===== src/hdl/dcss_pkg.sv =====
// constants for the door command and speed-select block
package dcss_pkg;
   // register byte offsets
   localparam logic [7:0] CFG_OFS = 8'h00;
   localparam logic [7:0] PROF_OFS = 8'h04;
   localparam logic [7:0] WEIGHT_OFS = 8'h08;
   localparam logic [7:0] STAT_OFS = 8'h0c;
   // field positions
   localparam int GLASS_LSB = 0;
   localparam int IFACE_LSB = 4;
   localparam int CLOSED_INV_BIT = 8;
   localparam int OPEN_INV_BIT = 9;
   localparam int OSEL_LSB = 0;
   localparam int CSEL_LSB = 4;
   localparam int PRESET_BIT = 31;
   localparam int CAP_LSB = 16;
   // reset values and codes
   localparam logic [1:0] GLASS_NONE = 2'h0;
   localparam logic [1:0] GLASS_FITTED = 2'h1;
   localparam logic [2:0] IFACE_HI_NUDGE = 3'h0;
   localparam logic [2:0] IFACE_LO_ENABLE = 3'h1;
   localparam logic [2:0] IFACE_HI_ENABLE = 3'h2;
   localparam logic [2:0] IFACE_LO_NUDGE = 3'h3;
   localparam logic [2:0] IFACE_CANOPEN = 3'h4;
   localparam logic [2:0] PROF_DEFAULT = 3'h2;
   localparam logic [2:0] PROF_MAX = 3'h4;
   // speeds in mm/s
   localparam logic [9:0] GLASS_CAP_MMS = 10'h1f4;
   localparam logic [9:0] SPEED_TOP = 10'h3ff;
   // v^2 * kg limit, (mm/s)^2 kg, for 10 J
   localparam logic [31:0] ENERGY_LIMIT = 32'h01312d00;
   // profile tables, entry 0 is the 50 % profile
   localparam logic [4:0][9:0] OPEN_START =
      {10'h037, 10'h037, 10'h032, 10'h02d, 10'h02d};
   localparam logic [4:0][9:0] OPEN_HIGH =
      {10'h2bc, 10'h258, 10'h1f4, 10'h190, 10'h12c};
   localparam logic [4:0][9:0] OPEN_FINAL =
      {10'h028, 10'h028, 10'h023, 10'h01e, 10'h01e};
   localparam logic [4:0][9:0] CLOSE_START =
      {10'h02d, 10'h02d, 10'h028, 10'h023, 10'h023};
   localparam logic [4:0][9:0] CLOSE_HIGH =
      {10'h1c2, 10'h190, 10'h15e, 10'h12c, 10'h0fa};
   localparam logic [4:0][9:0] CLOSE_FINAL =
      {10'h028, 10'h028, 10'h023, 10'h01e, 10'h01e};
   typedef enum logic [1:0] {
      DCSS_IDLE,
      DCSS_OPENING,
      DCSS_CLOSING
   } dcss_motion_t;
endpackage : dcss_pkg


===== src/hdl/dcss_sync.sv =====
// three-stage pin synchroniser with agreement filter
`timescale 1ns/1ns
`default_nettype none
module dcss_sync #(
   parameter int W = 3
) (
   input wire logic pclk,
   input wire logic presetn,
   input wire logic [W-1:0] pin_in,
   output logic [W-1:0] level_q
);
   logic [W-1:0] s1_q;
   logic [W-1:0] s2_q;
   logic [W-1:0] s3_q;

   // three flops; first one feeds only the second
   always_ff @(posedge pclk or negedge presetn) begin
      if (!presetn) begin
         s1_q <= '0;
         s2_q <= '0;
         s3_q <= '0;
      end else begin
         s1_q <= pin_in;
         s2_q <= s1_q;
         s3_q <= s2_q;
      end
   end

   // accept a bit once stages two and three agree
   always_ff @(posedge pclk or negedge presetn) begin
      if (!presetn) begin
         level_q <= '0;
      end else begin
         for (int i = 0; i < W; i++) begin
            if (s2_q[i] == s3_q[i]) begin
               level_q[i] <= s3_q[i];
            end
         end
      end
   end
endmodule : dcss_sync
`default_nettype wire


===== src/hdl/dcss_profile_lut.sv =====
// preset profile lookup for one direction of travel
`timescale 1ns/1ns
`default_nettype none
module dcss_profile_lut #(
   parameter bit IS_CLOSE = 1'b0
) (
   input wire logic [2:0] sel,
   output logic [9:0] start_mms,
   output logic [9:0] high_mms,
   output logic [9:0] final_mms
);
   logic [2:0] idx;

   // out-of-range codes fall back to the default profile
   always_comb begin
      idx = (sel > dcss_pkg::PROF_MAX) ? dcss_pkg::PROF_DEFAULT : sel;
      if (IS_CLOSE) begin
         start_mms = dcss_pkg::CLOSE_START[idx];
         high_mms = dcss_pkg::CLOSE_HIGH[idx];
         final_mms = dcss_pkg::CLOSE_FINAL[idx];
      end else begin
         start_mms = dcss_pkg::OPEN_START[idx];
         high_mms = dcss_pkg::OPEN_HIGH[idx];
         final_mms = dcss_pkg::OPEN_FINAL[idx];
      end
   end
endmodule : dcss_profile_lut
`default_nettype wire


===== src/hdl/dcss_top.sv =====
// door command decode, relay logic and speed selection
//
// Our own choices: the address map and register access over APB.
`timescale 1ns/1ns
`default_nettype none
//
// Summary of operation
// - glass setting resets to 00; no glass speed cap then.
// - glass setting 01 caps every door speed at 500 mm/s.
// - mode 00: inputs active high; reduced input forces priority slow close.
// - mode 01: inputs active low; reduced input only enables slow motion.
// - mode 02: inputs active high; reduced input only enables slow motion.
// - mode 03: inputs active low; reduced input forces priority slow close.
// - enable modes: open or close plus reduced input moves slowly.
// - enable modes: reduced input alone starts no movement.
// - mode 04: discrete inputs ignored, commands come from CANopen side.
// - mode 04: only auxiliary relay signals, switching at closed position.
// - door relays rest closed, open only at their final position.
// - each door relay contact logic inverts by its own bit.
// - opening and closing selectors pick one of 5 profiles, default 02.
// - opening profile speeds follow the preset opening table.
// - closing profile speeds follow the preset closing table.
// - closing high speed kept within 10 J for the panel weight.
// - profile reset trigger restores both selectors to default.
module dcss_top (
   input wire logic pclk,
   input wire logic presetn,
   input wire logic psel,
   input wire logic penable,
   input wire logic pwrite,
   input wire logic [7:0] paddr,
   input wire logic [31:0] pwdata,
   output logic [31:0] prdata,
   output logic pready,
   output logic pslverr,
   input wire logic open_command,
   input wire logic close_command,
   input wire logic reduced_speed_command,
   input wire logic can_open_req,
   input wire logic can_close_req,
   input wire logic can_reduced_req,
   input wire logic door_at_open_pos,
   input wire logic door_at_closed_pos,
   output logic motion_open,
   output logic motion_close,
   output logic motion_reduced,
   output logic [9:0] speed_start,
   output logic [9:0] speed_high,
   output logic [9:0] speed_final,
   output logic door_closed_relay,
   output logic door_open_relay,
   output logic auxiliary_closed_relay
);
   // configuration registers
   logic [1:0] glass_q;
   logic [2:0] iface_q, osel_q, csel_q;
   logic closed_inv_q, open_inv_q;
   logic [8:0] weight_q;
   logic [9:0] ke_cap_q;
   // bus handshake
   logic access, wr_en, rd_en, addr_ok;
   logic [31:0] rd_word;
   // synchronised pins
   logic [2:0] pins_q;
   // decoded requests, active high
   logic pin_open, pin_close, pin_reduced;
   logic req_open, req_close, req_reduced;
   logic nudge_mode, low_active;
   dcss_pkg::dcss_motion_t motion_d;
   logic reduced_d;
   // profile lookups
   logic [9:0] o_start, o_high, o_final;
   logic [9:0] c_start, c_high, c_final;
   logic [9:0] start_d, high_d, final_d;
   logic [9:0] ceil_mms, cap_up;

   // kinetic term v^2 * kg
   function automatic logic [31:0] energy(
      input logic [9:0] v,
      input logic [8:0] w
   );
      logic [31:0] vv;
      vv = 32'(v) * 32'(v);
      return vv * 32'(w);
   endfunction : energy

   // lower of two speeds
   function automatic logic [9:0] vmin(
      input logic [9:0] a,
      input logic [9:0] b
   );
      return (a < b) ? a : b;
   endfunction : vmin

   // legal profile code
   function automatic logic prof_ok(input logic [2:0] c);
      return c <= dcss_pkg::PROF_MAX;
   endfunction : prof_ok

   // apb decode
   assign access = psel & penable & ~pready;
   assign wr_en = access & pwrite;
   assign rd_en = access & ~pwrite;
   assign addr_ok = (paddr == dcss_pkg::CFG_OFS) |
                    (paddr == dcss_pkg::PROF_OFS) |
                    (paddr == dcss_pkg::WEIGHT_OFS) |
                    (paddr == dcss_pkg::STAT_OFS);

   // one wait state then a single-cycle ready
   always_ff @(posedge pclk or negedge presetn) begin
      if (!presetn) begin
         pready <= 1'b0;
         pslverr <= 1'b0;
      end else begin
         pready <= access;
         pslverr <= access & ~addr_ok;
      end
   end

   // read mux
   always_comb begin
      rd_word = '0;
      unique case (paddr)
         dcss_pkg::CFG_OFS: begin
            rd_word[dcss_pkg::GLASS_LSB +: 2] = glass_q;
            rd_word[dcss_pkg::IFACE_LSB +: 3] = iface_q;
            rd_word[dcss_pkg::CLOSED_INV_BIT] = closed_inv_q;
            rd_word[dcss_pkg::OPEN_INV_BIT] = open_inv_q;
         end
         dcss_pkg::PROF_OFS: begin
            rd_word[dcss_pkg::OSEL_LSB +: 3] = osel_q;
            rd_word[dcss_pkg::CSEL_LSB +: 3] = csel_q;
         end
         dcss_pkg::WEIGHT_OFS: rd_word[8:0] = weight_q;
         dcss_pkg::STAT_OFS: begin
            rd_word[0] = req_open;
            rd_word[1] = req_close;
            rd_word[2] = req_reduced;
            rd_word[3] = motion_open;
            rd_word[4] = motion_close;
            rd_word[5] = motion_reduced;
            rd_word[6] = door_closed_relay;
            rd_word[7] = door_open_relay;
            rd_word[8] = auxiliary_closed_relay;
            rd_word[dcss_pkg::CAP_LSB +: 10] = ke_cap_q;
         end
         default: rd_word = '0;
      endcase
   end

   // read data held from the ready cycle
   always_ff @(posedge pclk or negedge presetn) begin
      if (!presetn) begin
         prdata <= '0;
      end else if (rd_en) begin
         prdata <= rd_word;
      end
   end

   always_ff @(posedge pclk or negedge presetn) begin
      if (!presetn) begin
         glass_q <= dcss_pkg::GLASS_NONE;
         iface_q <= dcss_pkg::IFACE_HI_NUDGE;
         closed_inv_q <= 1'b0;
         open_inv_q <= 1'b0;
      end else if (wr_en && paddr == dcss_pkg::CFG_OFS) begin
         glass_q <= pwdata[dcss_pkg::GLASS_LSB +: 2];
         closed_inv_q <= pwdata[dcss_pkg::CLOSED_INV_BIT];
         open_inv_q <= pwdata[dcss_pkg::OPEN_INV_BIT];
         // codes above 04 are kept out
         if (pwdata[dcss_pkg::IFACE_LSB +: 3] <= dcss_pkg::IFACE_CANOPEN) begin
            iface_q <= pwdata[dcss_pkg::IFACE_LSB +: 3];
         end
      end
   end

   always_ff @(posedge pclk or negedge presetn) begin
      if (!presetn) begin
         osel_q <= dcss_pkg::PROF_DEFAULT;
         csel_q <= dcss_pkg::PROF_DEFAULT;
      end else if (wr_en && paddr == dcss_pkg::PROF_OFS) begin
         if (pwdata[dcss_pkg::PRESET_BIT]) begin
            osel_q <= dcss_pkg::PROF_DEFAULT;
            csel_q <= dcss_pkg::PROF_DEFAULT;
         end else begin
            if (prof_ok(pwdata[dcss_pkg::OSEL_LSB +: 3])) begin
               osel_q <= pwdata[dcss_pkg::OSEL_LSB +: 3];
            end
            if (prof_ok(pwdata[dcss_pkg::CSEL_LSB +: 3])) begin
               csel_q <= pwdata[dcss_pkg::CSEL_LSB +: 3];
            end
         end
      end
   end

   // panel weight, zero means no energy cap
   always_ff @(posedge pclk or negedge presetn) begin
      if (!presetn) begin
         weight_q <= '0;
      end else if (wr_en && paddr == dcss_pkg::WEIGHT_OFS) begin
         weight_q <= pwdata[8:0];
      end
   end

   // energy cap walks one step per clock
   assign cap_up = ke_cap_q + 10'h001;
   always_ff @(posedge pclk or negedge presetn) begin
      if (!presetn) begin
         ke_cap_q <= dcss_pkg::SPEED_TOP;
      end else if (energy(ke_cap_q, weight_q) > dcss_pkg::ENERGY_LIMIT &&
                   ke_cap_q != '0) begin
         ke_cap_q <= ke_cap_q - 10'h001;
      end else if (ke_cap_q != dcss_pkg::SPEED_TOP &&
                   energy(cap_up, weight_q) <= dcss_pkg::ENERGY_LIMIT) begin
         ke_cap_q <= cap_up;
      end
   end

   dcss_sync #(
      .W(3)
   ) u_sync (
      .pclk(pclk),
      .presetn(presetn),
      .pin_in({reduced_speed_command, close_command, open_command}),
      .level_q(pins_q)
   );

   assign low_active = (iface_q == dcss_pkg::IFACE_LO_ENABLE) |
                       (iface_q == dcss_pkg::IFACE_LO_NUDGE);
   assign pin_open = pins_q[0] ^ low_active;
   assign pin_close = pins_q[1] ^ low_active;
   assign pin_reduced = pins_q[2] ^ low_active;
   assign nudge_mode = (iface_q == dcss_pkg::IFACE_HI_NUDGE) |
                       (iface_q == dcss_pkg::IFACE_LO_NUDGE);

   // canopen mode takes its own requests
   always_comb begin
      if (iface_q == dcss_pkg::IFACE_CANOPEN) begin
         req_open = can_open_req;
         req_close = can_close_req;
         req_reduced = can_reduced_req;
      end else begin
         req_open = pin_open;
         req_close = pin_close;
         req_reduced = pin_reduced;
      end
   end

   // motion decode; open beats close if both are asked
   always_comb begin
      motion_d = dcss_pkg::DCSS_IDLE;
      reduced_d = 1'b0;
      if (nudge_mode && req_reduced) begin
         motion_d = dcss_pkg::DCSS_CLOSING;
         reduced_d = 1'b1;
      end else if (req_open) begin
         motion_d = dcss_pkg::DCSS_OPENING;
         reduced_d = req_reduced;
      end else if (req_close) begin
         motion_d = dcss_pkg::DCSS_CLOSING;
         reduced_d = req_reduced;
      end
   end

   dcss_profile_lut #(
      .IS_CLOSE(1'b0)
   ) u_open_lut (
      .sel(osel_q),
      .start_mms(o_start),
      .high_mms(o_high),
      .final_mms(o_final)
   );

   dcss_profile_lut #(
      .IS_CLOSE(1'b1)
   ) u_close_lut (
      .sel(csel_q),
      .start_mms(c_start),
      .high_mms(c_high),
      .final_mms(c_final)
   );

   // speed reference for the chosen motion
   always_comb begin
      start_d = '0;
      high_d = '0;
      final_d = '0;
      ceil_mms = dcss_pkg::SPEED_TOP;
      if (glass_q == dcss_pkg::GLASS_FITTED) begin
         ceil_mms = dcss_pkg::GLASS_CAP_MMS;
      end
      unique case (motion_d)
         dcss_pkg::DCSS_OPENING: begin
            start_d = o_start;
            high_d = reduced_d ? o_start : o_high;
            final_d = o_final;
         end
         dcss_pkg::DCSS_CLOSING: begin
            ceil_mms = vmin(ceil_mms, ke_cap_q);
            start_d = c_start;
            high_d = reduced_d ? c_start : c_high;
            final_d = c_final;
         end
         dcss_pkg::DCSS_IDLE: start_d = '0;
      endcase
      start_d = vmin(start_d, ceil_mms);
      high_d = vmin(high_d, ceil_mms);
      final_d = vmin(final_d, ceil_mms);
   end

   // motion state and outputs
   always_ff @(posedge pclk or negedge presetn) begin
      if (!presetn) begin
         motion_open <= 1'b0;
         motion_close <= 1'b0;
         motion_reduced <= 1'b0;
      end else begin
         motion_open <= motion_d == dcss_pkg::DCSS_OPENING;
         motion_close <= motion_d == dcss_pkg::DCSS_CLOSING;
         motion_reduced <= reduced_d;
      end
   end

   // registered speed reference
   always_ff @(posedge pclk or negedge presetn) begin
      if (!presetn) begin
         speed_start <= '0;
         speed_high <= '0;
         speed_final <= '0;
      end else begin
         speed_start <= start_d;
         speed_high <= high_d;
         speed_final <= final_d;
      end
   end

   // relays: 1 means contact closed, the unpowered state
   always_ff @(posedge pclk or negedge presetn) begin
      if (!presetn) begin
         door_closed_relay <= 1'b1;
         door_open_relay <= 1'b1;
         auxiliary_closed_relay <= 1'b0;
      end else if (iface_q == dcss_pkg::IFACE_CANOPEN) begin
         door_closed_relay <= 1'b1;
         door_open_relay <= 1'b1;
         auxiliary_closed_relay <= door_at_closed_pos;
      end else begin
         door_closed_relay <= ~door_at_closed_pos ^ closed_inv_q;
         door_open_relay <= ~door_at_open_pos ^ open_inv_q;
         auxiliary_closed_relay <= 1'b0;
      end
   end
endmodule : dcss_top
`default_nettype wire


===== config.mk =====
export PLATFORM = sky130hd
export DESIGN_NAME = dcss_top
export DESIGN_NICKNAME = d
export VERILOG_FILES = /design/src/hdl/dcss_pkg.sv /design/src/hdl/dcss_sync.sv /design/src/hdl/dcss_profile_lut.sv /design/src/hdl/dcss_top.sv
export SDC_FILE = /design/constraint.sdc
export NUM_CORES = 1
export LEC_CHECK = 0
export ABC_AREA = 1
export BUFFER_PORTS_ARGS = -buffer_cell sky130_fd_sc_hd__buf_2
export CAP_MARGIN = 40
export CORE_MARGIN = 8
export CORE_UTILIZATION = 65
export CTS_BUF_LIST = sky130_fd_sc_hd__clkbuf_8
export DETAILED_ROUTE_END_ITERATION = 8
export HOLD_SLACK_MARGIN = 0.08
export PLACE_DENSITY = 0.83
export REMOVE_ABC_BUFFERS = 1
export SLEW_MARGIN = 25
export SYNTH_ARGS = -nofsm -noshare
export SYNTH_HDL_FRONTEND = slang
export SYNTH_HIERARCHICAL = 1
export SYNTH_SLANG_ARGS = --single-unit

===== constraint.sdc =====
create_clock -name pclk -period 29.7 [get_ports pclk]
set_clock_uncertainty 0.15 [all_clocks]
set_input_delay 7.425 -clock pclk [delete_from_list [all_inputs] [get_ports pclk]]
set_output_delay 7.425 -clock pclk [all_outputs]
set_load 0.05 [all_outputs]

# After elaboration in Yosys (flattened, before gate mapping)
# Memory sizes are Yosys's and may differ from the RTL's.
# Cells that the tools add are included.
# op_classes
n_addsub	2
muxes	45
magnitude_cmp	12
bitwise_logic	20
n_eq_ne	13
n_reduce_logical	16
n_mul	4
# ops
operator	count
two-way mux 10 bit	17
multiplier 20 x 9 -> 29 bit	2
< comparator 10 bit	4
multiplier 10 x 10 -> 20 bit	2
case mux 10 bit (2 select lines)	2
case mux 10 bit (3 select lines)	1
greater-than comparator 29 x 25 -> 1 bit (second input constant)	1
<= comparator 29 x 25 -> 1 bit (second input constant)	1
two-way mux 3 bit	6
equality test 8 x 4 -> 1 bit (second input constant)	2
case mux 3 bit (4 select lines)	1
adder 10 x 1 -> 10 bit (second input constant)	1
two-way mux 1 bit	10
!= test 10 bit (second input constant)	1
nonzero test 10 bit	1
subtractor 10 x 1 -> 10 bit (second input constant)	1
equality test 8 x 3 -> 1 bit (second input constant)	1
zero test 8 bit	1
< comparator 3 x 4 -> 1 bit (second input constant)	2
case mux 2 bit (4 select lines)	1
greater-than comparator 3 bit (second input constant)	2
<= comparator 3 bit (second input constant)	2
logical AND 1 bit	6
two-way mux 2 bit	3
other kinds (16)	41
# word_totals
rom_bits	480
n_memories	6
out_inout_bits	70
ff_bits	102
wordCells	144
# memory_table
name	depth	width	rd	rd_ports_with_merged_regs	wr	line_no	text
(name not given)	8	10	1	0	0	dcss_profile_lut.sv:18	start_mms = dcss_pkg::CLOSE_START[idx];
(name not given)	8	10	1	0	0	dcss_profile_lut.sv:22	start_mms = dcss_pkg::OPEN_START[idx];
(name not given)	8	10	1	0	0	dcss_profile_lut.sv:19	high_mms = dcss_pkg::CLOSE_HIGH[idx];
(name not given)	8	10	1	0	0	dcss_profile_lut.sv:23	high_mms = dcss_pkg::OPEN_HIGH[idx];
(name not given)	8	10	1	0	0	dcss_profile_lut.sv:24	final_mms = dcss_pkg::OPEN_FINAL[idx];
(name not given)	8	10	1	0	0	dcss_profile_lut.sv:20	final_mms = dcss_pkg::CLOSE_FINAL[idx];

# Depth between registers and ports, before layout
# logic_depth
ltp_word	11
ltp_mapped	58

# Hierarchy
# Netlist, hierarchy kept.
# modules_own_cells
mod	cells_each	instances	area_each_um2
dcss_top	3113	1	22556.6
dcss_sync	24	1	349.1
dcss_profile_lut at u_close_lut	42	1	262.8
dcss_profile_lut at u_open_lut	41	1	236.5

# Worst setup path before layout
# OpenSTA, ideal clock, no wires.
# synth_path
path_type	input to register
start	input can_open_req
end	register speed_high[1]
n_path_buf	3
cell_stages	16
arrival_ps	9989
t_required_ps	29484
slack_ps	19495
path_cell_list	nor2_1 a31oi_2 nor2_1 nand2_1 nand2_1 buf_2 buf_1 o21a_1 ha_1 a21oi_1 nand3b_1 a21oi_1 a2111oi_0 clkbuf_1 nand3_1 nand2_1
# synth_via
elab_chain_len	7
word_cells_on_any_way	13
cone_classes	1 x order compare; 2 x eq/ne; 10 x mux
# synth_lines
item	line_no	text
from (decl)	dcss_top.sv:39	input wire logic can_open_req,
two-way mux 1 bit *	dcss_top.sv:238	if (iface_q == dcss_pkg::IFACE_CANOPEN) begin
two-way mux 2 bit / two-way mux 1 bit (equally long branches)	dcss_top.sv:256	end else if (req_open) begin
two-way mux 2 bit / two-way mux 1 bit (equally long branches)	dcss_top.sv:253	if (nudge_mode && req_reduced) begin
equality test 2 bit, or another cell as far along	dcss_top.sv:292	unique case (motion_d)
case mux 10 bit (2 select lines) / two-way mux 10 bit (equally long branches)	dcss_top.sv:292	
< comparator 10 bit	dcss_top.sv:92	return (a < b) ? a : b;
two-way mux 10 bit *	dcss_top.sv:92	
named net high_d[1]	dcss_top.sv:74	logic [9:0] start_d, high_d, final_d;
to (signal assigned)	dcss_top.sv:332	speed_high <= high_d;
to (decl)	dcss_top.sv:48	output logic [9:0] speed_high,
# The timed path passes the listed nets; every way through them passes the cells marked *.
# A chain may end at the register's enable or synchronous reset.

# Worst setup path in the final report
# layout_path
start	register ke_cap_q[0]
end	register ke_cap_q[2]
# layout_via
elab_chain_len	6
word_cells_on_any_way	15
cone_classes	2 x add/sub; 4 x mul; 2 x order compare; 1 x eq/ne; 2 x mux; 4 x reduce/logical
# layout_lines
item	line_no	text
from (decl)	dcss_top.sv:59	logic [9:0] ke_cap_q;
from (signal assigned)	dcss_top.sv:209	ke_cap_q <= dcss_pkg::SPEED_TOP;
from (signal assigned)	dcss_top.sv:212	ke_cap_q <= ke_cap_q - 10'h001;
from (signal assigned)	dcss_top.sv:215	ke_cap_q <= cap_up;
adder 10 x 1 -> 10 bit	dcss_top.sv:206	assign cap_up = ke_cap_q + 10'h001;
multiplier 10 x 10 -> 20 bit	dcss_top.sv:83	vv = 32'(v) * 32'(v);
multiplier 20 x 9 -> 29 bit	dcss_top.sv:84	return vv * 32'(w);
<= comparator 29 x 25 -> 1 bit	dcss_top.sv:214	energy(cap_up, weight_q) <= dcss_pkg::ENERGY_LIMIT) begin
logical AND 1 bit	dcss_top.sv:213	end else if (ke_cap_q != dcss_pkg::SPEED_TOP &&
nonzero test 2 bit (no source line)	-	
# Parallel ways exist; a longest one is shown, timed or not. The select of a mux whose other input is x is not followed.

==> results list <==
- Outcome: completed
- Synth Cell Area: 23400 sq um
- Once the floorplan was initialized, standard cells occupied 66.0% of the core.
- Most instantiated library cell after synthesis: sky130_fd_sc_hd__nand2_1
- The slowest stage of the critical path is the sky130_fd_sc_hd__dfstp_2 cell.
- Including well taps, the total number of placed cells is 3692.
* Wire length of the first global-routing pass: 103000 microns
- Kind of start point of the critical path: flip-flop
* Post-layout minimum cycle time: 12310 ps
- Overall track demand over capacity in global routing: 30.2%
* Sequential element share of the synthesized area: 11.0%
- After synthesis, the netlist uses 56 different library cells.
* Mux cell area share after synthesis: 0%
- Number of sinks on the clock net: 102
- Floorplan die area: 42300 sq um
- Area of the core region: 35500 sq um
- The min-delay analysis places its worst path in the category flip-flop to flip-flop.
- Final setup violation count: 0
* Number of hold-repair buffers added at the cts stage: 0
- Clk pwr share: 27.0%
- Number of filler cells placed in the layout: 3130
- Total via count after detailed routing: 20700
* Vertical die dimension: 206 microns
* Depth of the worst register-to-register path: 49
* Initial antenna violation count: 0
- Multi-input logic area: 17700 sq um
* Area share of and/or/nand/nor cells after synthesis: 25.6%
* # diodes: 0
* Net Switching: 0.143 mW
* DR iter-0 viols: 1544
- Wirelength per Cell: 16.9 microns
- Among all flip-flop cells after synthesis, the most frequent one is sky130_fd_sc_hd__dfrtp_1.
- Area growth from synthesis to layout: 3.58%
- Entering global routing, the biggest net connects 55 pins.
- The clock tree synthesis step divided the H-tree into 3 levels.
* Proportion of netlist area held by the largest area contributor: 28.4%
- Along the worst path, the maximum fanout reaches 36.
- Of the total synthesized cell area, the portion taken by XOR and XNOR cells is 1.93%.
- Post-CTS timing repair inserted 0 buffers for setup.
* Proportion of power drawn by flip-flops and latches: 40.0%
- Worst slew margin relative to its limit: 39.1%
- The synthesized design spends more area on one cell type than any other, namely sky130_fd_sc_hd__fa_1.
- Internal reg-to-reg setup slack: 17390 ps
- The number of gates resized after CTS was 0.
- At the end of routability-driven placement, the weighted congestion stood at 0.957.
- CTS clk-pin slew, worst paths: 120 ps
- The number of max-slew violations in the final report came to 0.
- The synthesized netlist devotes 6.44% of its cell area to compound gates.
- The total overflow left after global routing is 0.
* Total negative setup slack: 0 ps
* Measured slew at the worst slew-check pin: 906 ps
- For this design the static power due to leakage is 14.0 nW.
* Fraction of layout instances using a drive strength above 1: 7.14%
- Most Frequent Cell on Critical Path: sky130_fd_sc_hd__nand2_1
- Fraction of power spent switching nets: 38.2%
- For this run, design rule violations remaining after detail routing come to 0.
- Derived from the worst setup path, the maximum achievable clock frequency is 0.0813 GHz.
* Number of synthesis warnings: 6
- The share of total power dissipated in combinational logic is 33.1%.
* Count of final hold-check violations: 0
- Total clock buffers created by CTS: 9
* Endpoint of the worst setup timing path: ke_cap_q[2]
- Counting flops with an async set or reset pin after synthesis yields a share of 100%.
* Final worst-path cycle share: 41.4%
- Port buffering added 89 buffers.
- For this run, the detailed router's first-pass iteration total came to 7.
- Top post-synthesis cells by area: sky130_fd_sc_hd__fa_1 28%, sky130_fd_sc_hd__nand2_1 13%, sky130_fd_sc_hd__ha_1 12%, sky130_fd_sc_hd__inv_1 11%, sky130_fd_sc_hd__dfrtp_1 9.4%
- Once detail routing completed, the nets flagged for antenna violations numbered 0.
- Counting flops with a built-in enable in the synthesized netlist gives 0.
- Die width: 206 microns
- Seq cells post-synth: 102
- Across the run, the number of max-cap violations was 0.
- Vias in the first global route: 21000
* Seq. cell area: 2570 sq um
- Summing the areas of all fa, ha and maj instances in the mapped netlist gives 40.9% of the synthesized area.
- The most critical setup path has its startpoint at ke_cap_q[0].
* Largest family of logic cells by synthesized area: adder cells
- After detailed routing, the number of vias per cell comes to 5.57.
- Average cell area after synthesis: 7.27 sq um
- Later-pin clock latency in the skew report: 400 ps
- Largest buffer count on any clock path: 2
- Summed over all nets, the half-perimeter wirelength after detailed placement is 51300 microns.
- In this run the clock root is driven by a sky130_fd_sc_hd__clkbuf_8.
* CTS tree: built
- Data arrival time at the worst-slack endpoint: 12490 ps
* Power Internal: 0.232 mW
- For this block, the routed nets add up to 62800 microns of wire.
- Non-filler instance count after layout: 3710
* Synth Instances: 3220
- STA puts the critical path data required time at 29880 ps.
- Most common library cells after synthesis: 821 x sky130_fd_sc_hd__nand2_1, 659 x sky130_fd_sc_hd__inv_1, 332 x sky130_fd_sc_hd__fa_1
- Total power per unit cell area: 15.5 nW/um^2
- Critical path class: flip-flop to flip-flop
- After the last flow step, the layout net total stands at 3862.
- Worst reg2reg path endpoint: ke_cap_q[2]
* Number of standard-cell rows in the floorplan: 69
- IR analysis of the VDD net gives a maximum drop of 0.0491 mV.
- Pin placement for this block handled 123 I/O pins.
- The worst setup path is captured at a flip-flop.
- Delay of the slowest critical-path stage: 570 ps
- The startpoint identified for the worst register-to-register timing path is ke_cap_q[0].
- Setup repair after global routing left no endpoint under its margin.
==> metrics by stage <==
stage	worst slack, ps	instance area (sq um)	util, %	total power, mW	hold slack [ps]
floorplan	18260	22800	-	0.241	181
global placement	17710	23900	67.5	0.272	182
detailed placement	17630	24000	67.7	0.275	185
CTS	17540	24200	68.3	0.376	206
global route	16660	24200	68.3	0.396	210
finish	17390	24200	68.3	0.375	206
==> power groups by stage <==
stage          registers, mW  clock network [mW]  logic, mW
2_1_floorplan          0.174                   0     0.0667
3_3_place_gp           0.152                   0      0.119
3_5_place_dp           0.152                   0      0.123
4_1_cts                0.150               0.103      0.123
5_1_grt                0.151               0.108      0.137
6_report               0.150               0.101      0.124
==> layout make-up <==
cell class / count / share of cell area [%]
flip-flops and latches: 102 / 10.6
clock inverters: 6 / 0.351
inverters: 684 / 10.6
well taps: 461 / 2.38
clock buffers: 10 / 0.568
repair buffers: 111 / 2.63
multi-input cells: 2336 / 72.9
==> routing by layer <==
layer	vias to the layer above	routed length, microns	global-route usage (%)
met5	-	0	0
met4	0	1830	8.60
met3	160	5020	4.41
met2	855	30000	50.5
met1	9882	26000	40.5
li1	9754	-	-
==> kinds of logic (layout without fill, tap and decap cells) <==
logic type / count (synthesis) / in the layout
other: 5 / 35
DFF: 102 / 102
xor gates and xnor gates: 49 / 49
buffers and inverters: 812 / 811
adders and majority gates: 565 / 565
and+or+nand+nor: 1437 / 1437
AOI/OAI and AO/OA: 250 / 250
==> state kept, by name, summed over array words and instances (netlist names), 2 cells and up <==
signal and count:
u_sync/s1_q 3, speed_high 10, iface_q 3, csel_q 3, osel_q 3, speed_start 10, speed_final 10, ke_cap_q 10
prdata 20, u_sync/level_q 3, weight_q 9, glass_q 2, u_sync/s3_q 3, u_sync/s2_q 3
==> cell usage in the layout, fill, tap and decap left out, types with 26 or more instances in the layout <==
master / n
sky130_fd_sc_hd__xor2_1: 28
sky130_fd_sc_hd__dfrtp_1: 88
sky130_fd_sc_hd__nand3_1: 175
sky130_fd_sc_hd__fa_1: 332
sky130_fd_sc_hd__nand4_1: 30
sky130_fd_sc_hd__conb_1: 35
sky130_fd_sc_hd__or2_2: 40
sky130_fd_sc_hd__o21ai_0: 69
sky130_fd_sc_hd__inv_1: 660
sky130_fd_sc_hd__nor3_1: 26
sky130_fd_sc_hd__nor2_1: 301
sky130_fd_sc_hd__buf_2: 89
sky130_fd_sc_hd__a21oi_1: 99
sky130_fd_sc_hd__ha_1: 233
sky130_fd_sc_hd__nand2_1: 821
==> worst min path at each step <==
stage / from / end / slack [ps] / depth (start not counted)
floorplan: u_sync/s1_q[0] / u_sync/s2_q[0] / 180 / 0
global placement: u_sync/s1_q[2] / u_sync/s2_q[2] / 180 / 0
detailed placement: u_sync/s1_q[2] / u_sync/s2_q[2] / 180 / 0
CTS: u_sync/s1_q[2] / u_sync/s2_q[2] / 210 / 0
global route: u_sync/s1_q[0] / u_sync/s2_q[0] / 210 / 0
finish: u_sync/s1_q[2] / u_sync/s2_q[2] / 210 / 0
==> critical path, delay by kind of cell, from the launching register on <==
| kind | cells | cell delay [ps] |
|---|---|---|
| AO/OA/AOI/OAI | 5 | 1090 |
| XOR/XNOR | 1 | 220 |
| adder cells (fa/ha/maj) | 12 | 5780 |
| buffers and inverters | 7 | 1040 |
| flip-flops | 1 | 570 |
| AND/OR/NAND/NOR | 24 | 3370 |
(Power assumes the default switching activity.)
